==> src/hw/cdio_defs.svh <==
// Purpose: offsets, field positions and reset values of the counter/DIO port
// Assumes: included by bare name from the design module only
// Notes:   definitions only
`ifndef CDIO_DEFS_SVH
`define CDIO_DEFS_SVH

// register offsets inside the eight-address block
`define CDIO_OFS_TMR0      3'h0
`define CDIO_OFS_TMR1      3'h1
`define CDIO_OFS_TMR2      3'h2
`define CDIO_OFS_TCTRL     3'h3
`define CDIO_OFS_PORTA     3'h4
`define CDIO_OFS_PORTB     3'h5
`define CDIO_OFS_PORTC     3'h6
`define CDIO_OFS_DIR       3'h7

// direction register bit positions
`define CDIO_DIR_A         4
`define CDIO_DIR_B         1
`define CDIO_DIR_CHI       3
`define CDIO_DIR_CLO       0

// timer control word field positions
`define CDIO_CW_SEL_HI     7
`define CDIO_CW_SEL_LO     6
`define CDIO_CW_FMT_HI     5
`define CDIO_CW_FMT_LO     4
`define CDIO_CW_MODE_HI    3
`define CDIO_CW_MODE_LO    1
`define CDIO_CW_BCD        0

// selector and access format codes
`define CDIO_SEL_RDBACK    2'h3
`define CDIO_FMT_LATCH     2'h0
`define CDIO_FMT_LSB       2'h1
`define CDIO_FMT_MSB       2'h2
`define CDIO_FMT_BOTH      2'h3

// reset values and the byte read at write-only offsets
`define CDIO_DIR_RST       1'h1
`define CDIO_PORT_RST      8'h00
`define CDIO_WO_READ       8'hFF

`endif

==> src/hw/cdio_pkg.sv <==
// Purpose: shared types of the counter/DIO register port
// Assumes: nothing
// Notes:   constants live in cdio_defs.svh
package cdio_pkg;

    // decoded timer operating mode
    typedef enum logic [2:0] {
        CDIO_M_TC_INT,
        CDIO_M_ONESHOT,
        CDIO_M_RATE,
        CDIO_M_SQUARE,
        CDIO_M_SW_STROBE,
        CDIO_M_HW_STROBE
    } cdio_mode_t;

    // configuration seen by the counting logic
    typedef struct packed {
        cdio_mode_t  mode;    // operating mode
        logic        bcd;     // one: four decimal digits
        logic [15:0] divisor; // loaded divisor
    } cdio_tcfg_t;

    // per-channel register state
    typedef struct packed {
        cdio_tcfg_t  cfg;     // configuration
        logic [1:0]  fmt;     // byte access format
        logic [15:0] latch;   // latched count
        logic        latched; // latch holds a count
        logic        wr_hi;   // next write is the high byte
        logic        rd_hi;   // next read is the high byte
    } cdio_chan_t;

endpackage

==> src/hw/cdio_port.sv <==
// Purpose: I/O register decode for three timer channels and 24 DIO lines
// Assumes: asynchronous bus strobes and pins, sampled on REF_CLK (125 MHz)
// Notes:   counting inside each mode is done elsewhere from TIMER_CFG
`include "cdio_defs.svh"
`timescale 1ns/100ps
`default_nettype none

// Summary of operation
// - decode eight addresses at base, nothing else
// - offsets 0-2 give byte access to timers
// - offset 3 takes the timer control word
// - selector picks channel, 11 means read-back
// - format: latch, low, high, low then high
// - mode field selects one of six modes
// - bit 0 picks binary or decimal counting
// - offsets 4-6 are port data registers
// - offset 7 is write-only direction register
// - output ports drive last written value
// - input ports read the line levels
// - port C split into two nibbles
// - direction bits one input, zero output
// - 0x92 makes A, B inputs, C outputs
// - plain latched output and direct input only
// - all ports undriven after reset
// - outputs held in register, inputs unlatched
module cdio_port
(
    input  wire logic                         REF_CLK,  // system clock
    input  wire logic                         RESET,    // async, active high
    input  wire logic [9:0]                   SA,       // bus address
    input  wire logic [6:0]                   BASE_SEL, // base switches A9..A3
    input  wire logic                         IOR_N,    // read strobe, low
    input  wire logic                         IOW_N,    // write strobe, low
    input  wire logic [7:0]                   SD_IN,    // data bus in
    output logic [7:0]                        SD_OUT,   // data bus out
    output logic                              SD_OE,    // data bus drive
    input  wire logic [7:0]                   FIRST_PORT_LINES_IN,  // A in
    output logic [7:0]                        FIRST_PORT_LINES_OUT, // A out
    output logic [7:0]                        FIRST_PORT_LINES_OE,  // A oe
    input  wire logic [7:0]                   SECOND_PORT_LINES_IN, // B in
    output logic [7:0]                        SECOND_PORT_LINES_OUT,// B out
    output logic [7:0]                        SECOND_PORT_LINES_OE, // B oe
    input  wire logic [7:0]                   THIRD_PORT_LINES_IN,  // C in
    output logic [7:0]                        THIRD_PORT_LINES_OUT, // C out
    output logic [7:0]                        THIRD_PORT_LINES_OE,  // C oe
    output cdio_pkg::cdio_tcfg_t [2:0]        TIMER_CFG // per-channel config
);

    // ------------------------------------------------------------
    // helper functions
    // ------------------------------------------------------------

    // mode field to mode; top bit ignored for x10 and x11
    function automatic cdio_pkg::cdio_mode_t dec_mode(input logic [2:0] m);
        cdio_pkg::cdio_mode_t r;
        r = cdio_pkg::CDIO_M_TC_INT;
        case (m)
            3'h0:    r = cdio_pkg::CDIO_M_TC_INT;
            3'h1:    r = cdio_pkg::CDIO_M_ONESHOT;
            3'h2:    r = cdio_pkg::CDIO_M_RATE;
            3'h6:    r = cdio_pkg::CDIO_M_RATE;
            3'h3:    r = cdio_pkg::CDIO_M_SQUARE;
            3'h7:    r = cdio_pkg::CDIO_M_SQUARE;
            3'h4:    r = cdio_pkg::CDIO_M_SW_STROBE;
            3'h5:    r = cdio_pkg::CDIO_M_HW_STROBE;
            default: r = cdio_pkg::CDIO_M_TC_INT;
        endcase
        return r;
    endfunction

    // per-line mix of driven value and sampled pin level
    function automatic logic [7:0] mix(input logic [7:0] o,
                                       input logic [7:0] i,
                                       input logic [7:0] oe);
        return (o & oe) | (i & ~oe);
    endfunction

    // freeze the loaded divisor unless a latch is already pending
    function automatic cdio_pkg::cdio_chan_t do_latch(
        input cdio_pkg::cdio_chan_t c);
        cdio_pkg::cdio_chan_t r;
        r = c;
        if (!c.latched)
        begin
            r.latch   = c.cfg.divisor;
            r.latched = 1'b1;
        end
        return r;
    endfunction

    // ------------------------------------------------------------
    // input synchronisers
    // ------------------------------------------------------------
    logic [9:0] sa_s1_r,  sa_s2_r;    // address
    logic [6:0] bs_s1_r,  bs_s2_r;    // base switches
    logic [7:0] sd_s1_r,  sd_s2_r;    // write data
    logic [2:0] ior_r,    iow_r;      // strobe sync plus edge stage
    logic [7:0] pa_s1_r,  pa_s2_r;    // port A pins
    logic [7:0] pb_s1_r,  pb_s2_r;    // port B pins
    logic [7:0] pc_s1_r,  pc_s2_r;    // port C pins

    // two flops on every pin; strobes get a third stage for the edge
    always_ff @(posedge REF_CLK or posedge RESET)
    begin
        if (RESET)
        begin
            sa_s1_r <= 10'h000;
            sa_s2_r <= 10'h000;
            bs_s1_r <= 7'h00;
            bs_s2_r <= 7'h00;
            sd_s1_r <= 8'h00;
            sd_s2_r <= 8'h00;
            ior_r   <= 3'h7;
            iow_r   <= 3'h7;
            pa_s1_r <= 8'h00;
            pa_s2_r <= 8'h00;
            pb_s1_r <= 8'h00;
            pb_s2_r <= 8'h00;
            pc_s1_r <= 8'h00;
            pc_s2_r <= 8'h00;
        end
        else
        begin
            sa_s1_r <= SA;
            sa_s2_r <= sa_s1_r;
            bs_s1_r <= BASE_SEL;
            bs_s2_r <= bs_s1_r;
            sd_s1_r <= SD_IN;
            sd_s2_r <= sd_s1_r;
            ior_r   <= {ior_r[1:0], IOR_N};
            iow_r   <= {iow_r[1:0], IOW_N};
            pa_s1_r <= FIRST_PORT_LINES_IN;
            pa_s2_r <= pa_s1_r;
            pb_s1_r <= SECOND_PORT_LINES_IN;
            pb_s2_r <= pb_s1_r;
            pc_s1_r <= THIRD_PORT_LINES_IN;
            pc_s2_r <= pc_s1_r;
        end
    end

    // ------------------------------------------------------------
    // address decode and access events
    // ------------------------------------------------------------
    logic       hit;      // address inside the block
    logic [2:0] ofs;      // offset in the block
    logic       rd_act;   // read strobe active (synced)
    logic       rd_ev;    // read strobe start
    logic       wr_ev;    // write strobe start

    assign hit    = (sa_s2_r[9:3] == bs_s2_r);
    assign ofs    = sa_s2_r[2:0];
    assign rd_act = ~ior_r[1];
    assign rd_ev  = ~ior_r[1] & ior_r[2] & hit;
    assign wr_ev  = ~iow_r[1] & iow_r[2] & hit;

    // ------------------------------------------------------------
    // register state
    // ------------------------------------------------------------
    cdio_pkg::cdio_chan_t [2:0] ch_r, ch_nxt;  // timer channels
    logic [4:0] dir_r, dir_nxt;  // direction bits 4..0, one = input
    logic [7:0] pa_r,  pa_nxt;   // port A output latch
    logic [7:0] pb_r,  pb_nxt;   // port B output latch
    logic [7:0] pc_r,  pc_nxt;   // port C output latch
    logic [7:0] rd_r,  rd_nxt;   // read data held for the bus
    logic [7:0] pa_oe, pb_oe, pc_oe; // per-line drive enables

    // drive enables from the direction bits
    assign pa_oe = {8{~dir_r[`CDIO_DIR_A]}};
    assign pb_oe = {8{~dir_r[`CDIO_DIR_B]}};
    assign pc_oe = {{4{~dir_r[`CDIO_DIR_CHI]}},
                    {4{~dir_r[`CDIO_DIR_CLO]}}};

    // next state for all bus-visible registers
    always_comb
    begin
        cdio_pkg::cdio_chan_t c;
        logic [1:0]           sel;
        c       = '0;
        sel     = 2'h0;
        ch_nxt  = ch_r;
        dir_nxt = dir_r;
        pa_nxt  = pa_r;
        pb_nxt  = pb_r;
        pc_nxt  = pc_r;
        rd_nxt  = rd_r;
        if (wr_ev)
        begin
            case (ofs)
                `CDIO_OFS_TMR0, `CDIO_OFS_TMR1, `CDIO_OFS_TMR2:
                begin
                    // divisor load by the access format
                    c = ch_r[ofs[1:0]];
                    case (c.fmt)
                        `CDIO_FMT_MSB: c.cfg.divisor[15:8] = sd_s2_r;
                        `CDIO_FMT_BOTH:
                        begin
                            if (c.wr_hi)
                                c.cfg.divisor[15:8] = sd_s2_r;
                            else
                                c.cfg.divisor[7:0] = sd_s2_r;
                            c.wr_hi = ~c.wr_hi;
                        end
                        default: c.cfg.divisor[7:0] = sd_s2_r;
                    endcase
                    ch_nxt[ofs[1:0]] = c;
                end
                `CDIO_OFS_TCTRL:
                begin
                    sel = sd_s2_r[`CDIO_CW_SEL_HI:`CDIO_CW_SEL_LO];
                    if (sel == `CDIO_SEL_RDBACK)
                    begin
                        // read-back: low-active count bit, channel mask
                        for (int i = 0; i < 3; i++)
                            if (!sd_s2_r[5] && sd_s2_r[i + 1])
                                ch_nxt[i] = do_latch(ch_r[i]);
                    end
                    else if (sd_s2_r[`CDIO_CW_FMT_HI:`CDIO_CW_FMT_LO]
                             == `CDIO_FMT_LATCH)
                        ch_nxt[sel] = do_latch(ch_r[sel]);
                    else
                    begin
                        // new programming restarts both byte pointers
                        c          = ch_r[sel];
                        c.fmt      = sd_s2_r[`CDIO_CW_FMT_HI:`CDIO_CW_FMT_LO];
                        c.cfg.mode = dec_mode(
                            sd_s2_r[`CDIO_CW_MODE_HI:`CDIO_CW_MODE_LO]);
                        c.cfg.bcd  = sd_s2_r[`CDIO_CW_BCD];
                        c.latched  = 1'b0;
                        c.wr_hi    = 1'b0;
                        c.rd_hi    = 1'b0;
                        ch_nxt[sel] = c;
                    end
                end
                `CDIO_OFS_PORTA: pa_nxt = sd_s2_r;
                `CDIO_OFS_PORTB: pb_nxt = sd_s2_r;
                `CDIO_OFS_PORTC: pc_nxt = sd_s2_r;
                `CDIO_OFS_DIR:
                    dir_nxt = sd_s2_r[4:0];
                default: dir_nxt = dir_r;
            endcase
        end
        else if (rd_ev)
        begin
            case (ofs)
                `CDIO_OFS_TMR0, `CDIO_OFS_TMR1, `CDIO_OFS_TMR2:
                begin
                    // latched value first, else the loaded divisor
                    c = ch_r[ofs[1:0]];
                    if ((c.fmt == `CDIO_FMT_MSB) || c.rd_hi)
                        rd_nxt = c.latched ? c.latch[15:8]
                                           : c.cfg.divisor[15:8];
                    else
                        rd_nxt = c.latched ? c.latch[7:0]
                                           : c.cfg.divisor[7:0];
                    if ((c.fmt == `CDIO_FMT_BOTH) && !c.rd_hi)
                        c.rd_hi = 1'b1;
                    else
                    begin
                        c.rd_hi   = 1'b0;
                        c.latched = 1'b0;
                    end
                    ch_nxt[ofs[1:0]] = c;
                end
                `CDIO_OFS_PORTA: rd_nxt = mix(pa_r, pa_s2_r, pa_oe);
                `CDIO_OFS_PORTB: rd_nxt = mix(pb_r, pb_s2_r, pb_oe);
                `CDIO_OFS_PORTC:
                    rd_nxt = mix(pc_r, pc_s2_r, pc_oe);
                default: rd_nxt = `CDIO_WO_READ;
            endcase
        end
    end

    // register all bus-visible state
    always_ff @(posedge REF_CLK or posedge RESET)
    begin
        if (RESET)
        begin
            for (int i = 0; i < 3; i++)
            begin
                ch_r[i]     <= '0;
                ch_r[i].fmt <= `CDIO_FMT_BOTH;
            end
            dir_r <= {5{`CDIO_DIR_RST}};
            pa_r  <= `CDIO_PORT_RST;
            pb_r  <= `CDIO_PORT_RST;
            pc_r  <= `CDIO_PORT_RST;
            rd_r  <= 8'h00;
        end
        else
        begin
            ch_r  <= ch_nxt;
            dir_r <= dir_nxt;
            pa_r  <= pa_nxt;
            pb_r  <= pb_nxt;
            pc_r  <= pc_nxt;
            rd_r  <= rd_nxt;
        end
    end

    // ------------------------------------------------------------
    // outputs
    // ------------------------------------------------------------
    // only plain latched drive, no handshake lines
    assign FIRST_PORT_LINES_OUT  = pa_r;
    assign FIRST_PORT_LINES_OE   = pa_oe;
    assign SECOND_PORT_LINES_OUT = pb_r;
    assign SECOND_PORT_LINES_OE  = pb_oe;
    assign THIRD_PORT_LINES_OUT  = pc_r;
    assign THIRD_PORT_LINES_OE   = pc_oe;
    assign SD_OUT                = rd_r;
    // drive the bus one cycle after the read start, while it stays active
    assign SD_OE = rd_act & ~ior_r[2] & hit;
    always_comb
    begin
        for (int i = 0; i < 3; i++)
            TIMER_CFG[i] = ch_r[i].cfg;
    end

    // ------------------------------------------------------------
    // assertions
    // ------------------------------------------------------------
    no_foreign_drive_a: assert property (@(posedge REF_CLK) disable iff (RESET)
        !hit |-> !SD_OE) else $error("bus driven outside block");
    dir_write_a: assert property (@(posedge REF_CLK) disable iff (RESET)
        wr_ev && ofs == `CDIO_OFS_DIR |=> dir_r == $past(sd_s2_r[4:0]))
        else $error("direction write lost");
    dir_0x92_a: assert property (@(posedge REF_CLK) disable iff (RESET)
        wr_ev && ofs == `CDIO_OFS_DIR && sd_s2_r == 8'h92 |=>
        FIRST_PORT_LINES_OE == 8'h00 && SECOND_PORT_LINES_OE == 8'h00 &&
        THIRD_PORT_LINES_OE == 8'hFF)
        else $error("0x92 direction wrong");
    out_drive_a: assert property (@(posedge REF_CLK) disable iff (RESET)
        wr_ev && ofs == `CDIO_OFS_PORTA |=>
        FIRST_PORT_LINES_OUT == $past(sd_s2_r))
        else $error("port A not latched");
    out_hold_a: assert property (@(posedge REF_CLK) disable iff (RESET)
        !(wr_ev && ofs == `CDIO_OFS_PORTB) |=> $stable(SECOND_PORT_LINES_OUT))
        else $error("port B changed without write");
    in_read_a: assert property (@(posedge REF_CLK) disable iff (RESET)
        rd_ev && ofs == `CDIO_OFS_PORTC |=>
        (SD_OUT & ~$past(pc_oe)) == ($past(pc_s2_r) & ~$past(pc_oe)))
        else $error("port C input read");
    nibble_split_a: assert property (@(posedge REF_CLK) disable iff (RESET)
        THIRD_PORT_LINES_OE[3:0] == {4{~dir_r[`CDIO_DIR_CLO]}} &&
        THIRD_PORT_LINES_OE[7:4] == {4{~dir_r[`CDIO_DIR_CHI]}})
        else $error("port C nibble enable");
    reset_hiz_a: assert property (@(posedge REF_CLK)
        $fell(RESET) |-> FIRST_PORT_LINES_OE == 8'h00 &&
        SECOND_PORT_LINES_OE == 8'h00 && THIRD_PORT_LINES_OE == 8'h00)
        else $error("port driven after reset");
    wo_read_a: assert property (@(posedge REF_CLK) disable iff (RESET)
        rd_ev && ofs == `CDIO_OFS_DIR |=> $stable(dir_r) && $stable(ch_r))
        else $error("write-only read changed state");
    cw_mode_a: assert property (@(posedge REF_CLK) disable iff (RESET)
        wr_ev && ofs == `CDIO_OFS_TCTRL && sd_s2_r[7:4] == 4'h5 &&
        sd_s2_r[2:1] == 2'h3 |=>
        TIMER_CFG[1].mode == cdio_pkg::CDIO_M_SQUARE &&
        TIMER_CFG[1].bcd == $past(sd_s2_r[0]))
        else $error("control word decode");

endmodule
`default_nettype wire

==> config.mk <==
export PLATFORM = sky130hd
export DESIGN_NAME = cdio_port
export DESIGN_NICKNAME = d
export VERILOG_FILES = /design/src/hw/cdio_pkg.sv /design/src/hw/cdio_port.sv
export VERILOG_INCLUDE_DIRS = /design/src /design/src/hw
export SDC_FILE = /design/constraint.sdc
export NUM_CORES = 1
export LEC_CHECK = 0
export BUFFER_PORTS_ARGS = -buffer_cell sky130_fd_sc_hd__buf_2
export CAP_MARGIN = 10
export CORE_AREA = 2 2 178 145
export CTS_CLUSTER_SIZE = 40
export DETAILED_ROUTE_END_ITERATION = 8
export DIE_AREA = 0 0 180 147
export PLACE_DENSITY = 0.77
export SYNTH_ARGS = -nofsm -noshare
export SYNTH_HDL_FRONTEND = slang
export SYNTH_SLANG_ARGS = --single-unit
==> constraint.sdc <==
create_clock -name REF_CLK -period 7.2 [get_ports REF_CLK]
set_input_delay 0.36 -clock REF_CLK [delete_from_list [all_inputs] [get_ports REF_CLK]]
set_output_delay 0.36 -clock REF_CLK [all_outputs]
set_load 0.01 [all_outputs]
# After elaboration in Yosys (flattened, before gate mapping)
# Memory sizes are Yosys's and may differ from the RTL's.
# Cells that the tools add are included.
word_totals:
  n_memories: 1
  ff_bits: 264
  mem_bits_ro: 24
  out_inout_bits: 117
  in_bits: 53
op_classes:
  muxes: 56
  eq_ne: 18
  reduce_logical: 27
  order_cmp: 4
  bitwise: 27
mem_list:
  columns: ["memory", "words", "width", "read_ports", "rd_ports_with_merged_regs", "wr", "line_no", "source"]
  rows:
  - ["(no name shown)", 8, 3, 1, 0, 0, "cdio_port.sv:57", "case (m)"]
ops:
  columns: ["operator", "n"]
  rows:
  - ["2-to-1 mux 123 bit", 5]
  - ["bitwise mux 123 bit", 4]
  - ["one-hot mux 123 bit (2 select lines)", 1]
  - ["binary-select mux 41 bit (select 2 bit)", 2]
  - ["demux 41 bit (select 2 bit)", 2]
  - ["2-to-1 mux 41 bit", 4]
  - ["2-to-1 mux 17 bit", 8]
  - ["2-to-1 mux 8 bit", 9]
  - ["2-to-1 mux 19 bit", 3]
  - ["bitwise AND 8 bit", 6]
  - ["one-hot mux 8 bit (2 select lines)", 2]
  - ["one-hot mux 8 bit (4 select lines)", 1]
  - ["!= test 4 bit, second input constant", 6]
  - ["inverter 8 bit", 3]
  - ["OR 8 bit", 3]
  - ["AND reduction 4 bit", 4]
  - ["AND reduction 5 bit", 3]
  - ["== test 3 bit, second input constant", 4]
  - ["2-to-1 mux 3 bit", 4]
  - ["2-to-1 mux 1 bit", 11]
  - ["AND reduction 2 bit", 5]
  - ["inverter 1 bit", 9]
  - ["== test 7 bit", 1]
  - ["bitwise AND 1 bit", 6]
  - ["13 further kinds", 26]

# Depth between registers and ports, before layout
logic_depth:
  depth_word: 12
  mapped_depth: 9
  mapped_depth_nobuf: 6

# Least setup slack after synthesis
# Ideal clock, no wire load.
synth_path:
  kind: "register to register"
  start: "reg iow_r[2]"
  end: "reg pc_r[0], in the netlist THIRD_PORT_LINES_OUT[0]"
  required_time_ns: 7.075
  slack_ns: 4.867
  path_stages_with_launch: 7
  synth_period_minus_slack_ns: 2.333
  setup_ns: 0.125
  arrival_ns: 2.208
  cell_sequence: "dfstp_2 > nand2b_4 > or4_4 > or2_2 > clkbuf_1 > nor2_2 > mux2_2"
synth_via:
  elab_chain_len: 3
synth_lines:
  columns: ["element", "line_no", "source"]
  rows:
  - ["from (decl)", "cdio_port.sv:97", "logic [2:0] ior_r, iow_r;"]
  - ["from (signal assigned)", "cdio_port.sv:131", "iow_r <= {iow_r[1:0], IOW_N};"]
  - ["bitwise AND 1 bit (2 in series)", "cdio_port.sv:154", "assign wr_ev = ~iow_r[1] & iow_r[2] & hit;"]
  - ["AND reduction 2 bit (no line)", null, null]
  - ["to (signal assigned)", "cdio_port.sv:286", "pc_r <= `CDIO_PORT_RST;"]
  - ["to (signal assigned)", "cdio_port.sv:295", "pc_r <= pc_nxt;"]
  - ["to (decl)", "cdio_port.sv:163", "logic [7:0] pc_r, pc_nxt;"]
# Every way passes these cells.
# A chain may end at the register's enable or synchronous reset.

# Worst setup path after layout
layout_path:
  start: "reg sa_s2_r[1]"
  end: "reg ch_r (netlist bit TIMER_CFG[6])"
layout_via:
  elab_chain_len: 9
  elab_cells_between_ends: 28
  classes_between: "2 x order compare; 6 x eq/ne; 14 x mux; 6 x reduce/logical"
layout_lines:
  columns: ["element", "line_no", "source"]
  rows:
  - ["from (decl)", "cdio_port.sv:94", "logic [9:0] sa_s1_r, sa_s2_r;"]
  - ["from (signal assigned)", "cdio_port.sv:125", "sa_s2_r <= sa_s1_r;"]
  - ["binary-select mux 41 bit (select 2 bit)", "cdio_port.sv:192, cdio_port.sv:248", null]
  - ["2-to-1 mux 41 bit (not written as such)", "cdio_port.sv:192, cdio_port.sv:248", null]
  - ["== test 2 bit / 2-to-1 mux 8 bit (equally long branches)", "cdio_port.sv:193, cdio_port.sv:197", null]
  - ["one-hot mux 8 bit (2 select lines)", "cdio_port.sv:193", "case (c.fmt)"]
  - ["2-to-1 mux 8 bit", "cdio_port.sv:188", "case (ofs)"]
  - ["2-to-1 mux 8 bit", "cdio_port.sv:186", "if (wr_ev)"]
  - ["bitwise mux 123 bit", "cdio_port.sv:205", "ch_nxt[ofs[1:0]] = c;"]
  - ["one-hot mux 123 bit (2 select lines)", "cdio_port.sv:188", null]
  - ["2-to-1 mux 123 bit", "cdio_port.sv:186", null]
  - ["to (signal assigned)", "cdio_port.sv:291", "ch_r <= ch_nxt;"]
  - ["to (decl)", "cdio_port.sv:159", "cdio_pkg::cdio_chan_t [2:0] ch_r, ch_nxt;"]
# Several ways; a longest one is shown, not always the timed one. The select of a mux whose other input is x is not followed.

==> summary.md <==
| Metric | Value |
|---|---|
| Initial Util | `52.38%` |
| Top cell by count, worst path | `buf_4` |
| Hold Path Sink | `sa_s2_r[0]` |
| Worst Path Arrival | `3.53 ns` |
| Syn_area_per_cell | `10.47 um^2` |
| RSZ-0062 raised after global routing | `false` |
| DRC Markers | `0` |
| Netlist cell types | `55` |
| Inserted Clock Buffers | `27` |
| Crit-path cells | `buf_4 > nor2b_2 > buf_4 > a2bb2oi_1 > o21ai_2 > buf_4 > nand2_1 > o21ai_0 > o21ai_0` |
| Gr usage total | `26.29%` |
| First-pass GRT wire length | `55170 um` |
| Crit end category | `flop` |
| Post-synth EDFFs | `0` |
| Yosys warning count | `0` |
| Antenna violations before repair | `1` |
| Layout area overhead | `14.54%` |
| Die Y | `147 um` |
| DRT iter0 DRCs | `867` |
| Worst Hold Class | `reg -> reg` |
| CTS Buffer Depth | `3` |
| Core box area | `24790 um^2` |
| Buf+Inv Stages, Crit Path | `3` |
| Fill cell count | `1975` |
| Crit share post-route | `43.30%` |
| Syn nets | `1293` |
| Max-cap violations | `0` |
| Wire length per cell | `20.75 um` |
| Reg2Reg Depth | `9` |
| HP Start | `sa_s1_r[0]` |
| Synthesized flop and latch total | `263` |
| Register Area | `6610 um^2` |
| Worst slew pin tran | `1.086 ns` |
| Row count | `52` |
| Die area | `26460 um^2` |
| Routed Antenna Nets | `0` |
| Crit-path slowest cell | `buf_4` |
| Commonest non-fill, non-tap cell in the layout | `dfrtp_1` |
| Hold_ws | `0.3436 ns` |
| Final WL | `34900 um` |
| Ant. Diodes | `0` |
| Cell count after synthesis | `1240` |
| CTS Root Buffer Type | `clkbuf_16` |
| Crit path max fanout | `48` |
| # port buffers | `169` |
| Fmax | `320.8 MHz` |
| Multi-input gate area | `5411 um^2` |
| FF-to-FF Start | `sa_s2_r[1]` |
| IO Pins | `170` |
| Clk sinks | `263` |
| DIE WIDTH | `180 um` |
| Leading post-synthesis cells by cell area | `dfrtp_1 (48%), mux2i_1 (9.0%), mux2_2 (6.8%), o21ai_0 (5.6%), buf_4 (4.7%)` |
| Vias in the first global route | `9556` |
| CTS tree | `done` |
| Vias | `9761` |
| Static Leakage | `0.006775 uW` |
| CP Launch Type | `flop` |
| Reg-to-reg slack, setup | `4.08 ns` |
| Slew Limit Fails | `0` |
| Worst-path clk slew | `0.07 ns` |
| Max_slew headroom | `27.61%` |
| Status | `completed` |
| Synthesized cell area | `12980 um^2` |
| Worst EP required | `7.61 ns` |
| Worst-Skew Late Latency | `0.55 ns` |
| Sequential share of the synthesized area | `50.84%` |
| Layout Nets | `1391` |
| Vias per cell | `5.803` |
| Critical path origin | `sa_s2_r[1]` |
| GRT overflow | `0` |
| Main synth FF type | `dfrtp_1` |
| Drt first pass iters | `6` |
| Ratio of cells with drive above 1 in the final layout | `25.70%` |
| Crit. path cell count | `9` |
| Post-synth top area share | `47.61%` |
| Dominant cell type by area after synthesis | `dfrtp_1` |
| GPL Wtd Cong | `0.9078` |
| Commonest non-fill, non-tap cells in the layout | `dfrtp_1 (244), buf_2 (169), o21ai_0 (145), nand2_1 (129), mux2i_1 (117)` |
| FF-to-FF End | `TIMER_CFG[6]` |
| Total Power | `3167 uW` |
| Pwr Density | `212.9 nW/um^2` |
| Fin Clk Skew | `0.02046 ns` |
| Largest net degree at the start of global routing | `88` |
| FFs w/ async S/R, synth | `100.0%` |
| Crit Path Class | `reg -> reg` |
| VDD IR max | `0.2432 mV` |
| CTS H-tree depth | `1` |
| Setup_tns | `0 ns` |
| WHS Path Cells | `0` |
| Crit-path leading delay family | `buffers and inverters` |
| Detail Placement HPWL | `21920 um` |
| Min Tclk post-route | `3.118 ns` |
| Critical Path Max Stage Delay | `0.45 ns` |
| Final hold violations | `0` |
| Final setup vio count | `0` |
worst max-delay path by stage:
stage / to
2_1_floorplan: FIRST_PORT_LINES_OUT[0]
3_3_place_gp: ch_r[2]
3_5_place_dp: ch_r[2]
4_1_cts: ch_r[2]
5_1_grt: TIMER_CFG[6]
6_report: TIMER_CFG[6]
report_power, final:
group	internal (uW)	leakage, uW	switching (uW)
logic	72.5	0.00296	111
registers	1520	0.00339	37.5
clock network	820	0.000430	608
cells in the mapped netlist (4+ instances only):
cell type and n:
a211oi_1 33, a21boi_0 16, a21oi_1 29, a2bb2oi_1 4, a31oi_1 9, buf_1 5, buf_2 20, buf_4 82
clkbuf_1 61, dfrtp_1 247, dfstp_2 16, inv_1 6, mux2_1 10, mux2_2 78, mux2i_1 117, nand2_1 129
nand2b_1 25, nand3_1 13, nor2_1 74, nor2b_1 4, nor4_1 4, o211ai_1 6, o21ai_0 145, o21ai_1 5
o21bai_1 9, o22ai_1 24, o2bb2ai_1 19, xnor2_1 5, xor2_1 4
metal layers:
layer,GRT usage (%),up-vias,wire [um]
li1,-,4485,-
met1,37.24,4743,14810
met2,41.15,453,15990
met3,5.528,80,3033
met4,7.764,0,1067
met5,0,-,0
cell families after synthesis:
family	synth area share (%)
AO/OA/AOI/OAI	14.45
flip-flops	50.84
buffers and inverters	7.680
AND/OR/NAND/NOR	9.762
multiplexers	16.65
XOR/XNOR	0.6071
sequential cells by signal (all words and copies together) (netlist names), 10 cells and up:
register and count:
sa_s2_r 10, ch_r 63, TIMER_CFG 60, sa_s1_r 10
timing repair:
action	CTS	global route
hold buffers	52	0
endpoints found under the hold margin	86	0
resized for setup	0	0
buffers inserted	0	0
setup endpoints to repair	0	0
metrics by stage:
stage                     instances  util, %  instance area, um^2  setup slack [ns]
after detailed placement       1580    54.13                13420             4.095
after global routing           1682    59.99                14870             3.931
after floorplan                1240        -                12990             3.384
after CTS                      1681    59.93                14860             4.071
final                          1682    59.99                14870             4.082
after global placement         1580    54.13                13420             4.094
cell type report:
class	count	area share (%)
well taps	324	2.726
inverters	6	0.1767
clock inverters	15	1.111
repair buffers	238	10.10
clock buffers	34	5.056
flip-flops and latches	263	44.45
multi-input cells	802	36.39
Power figures use the tool's default switching activity.
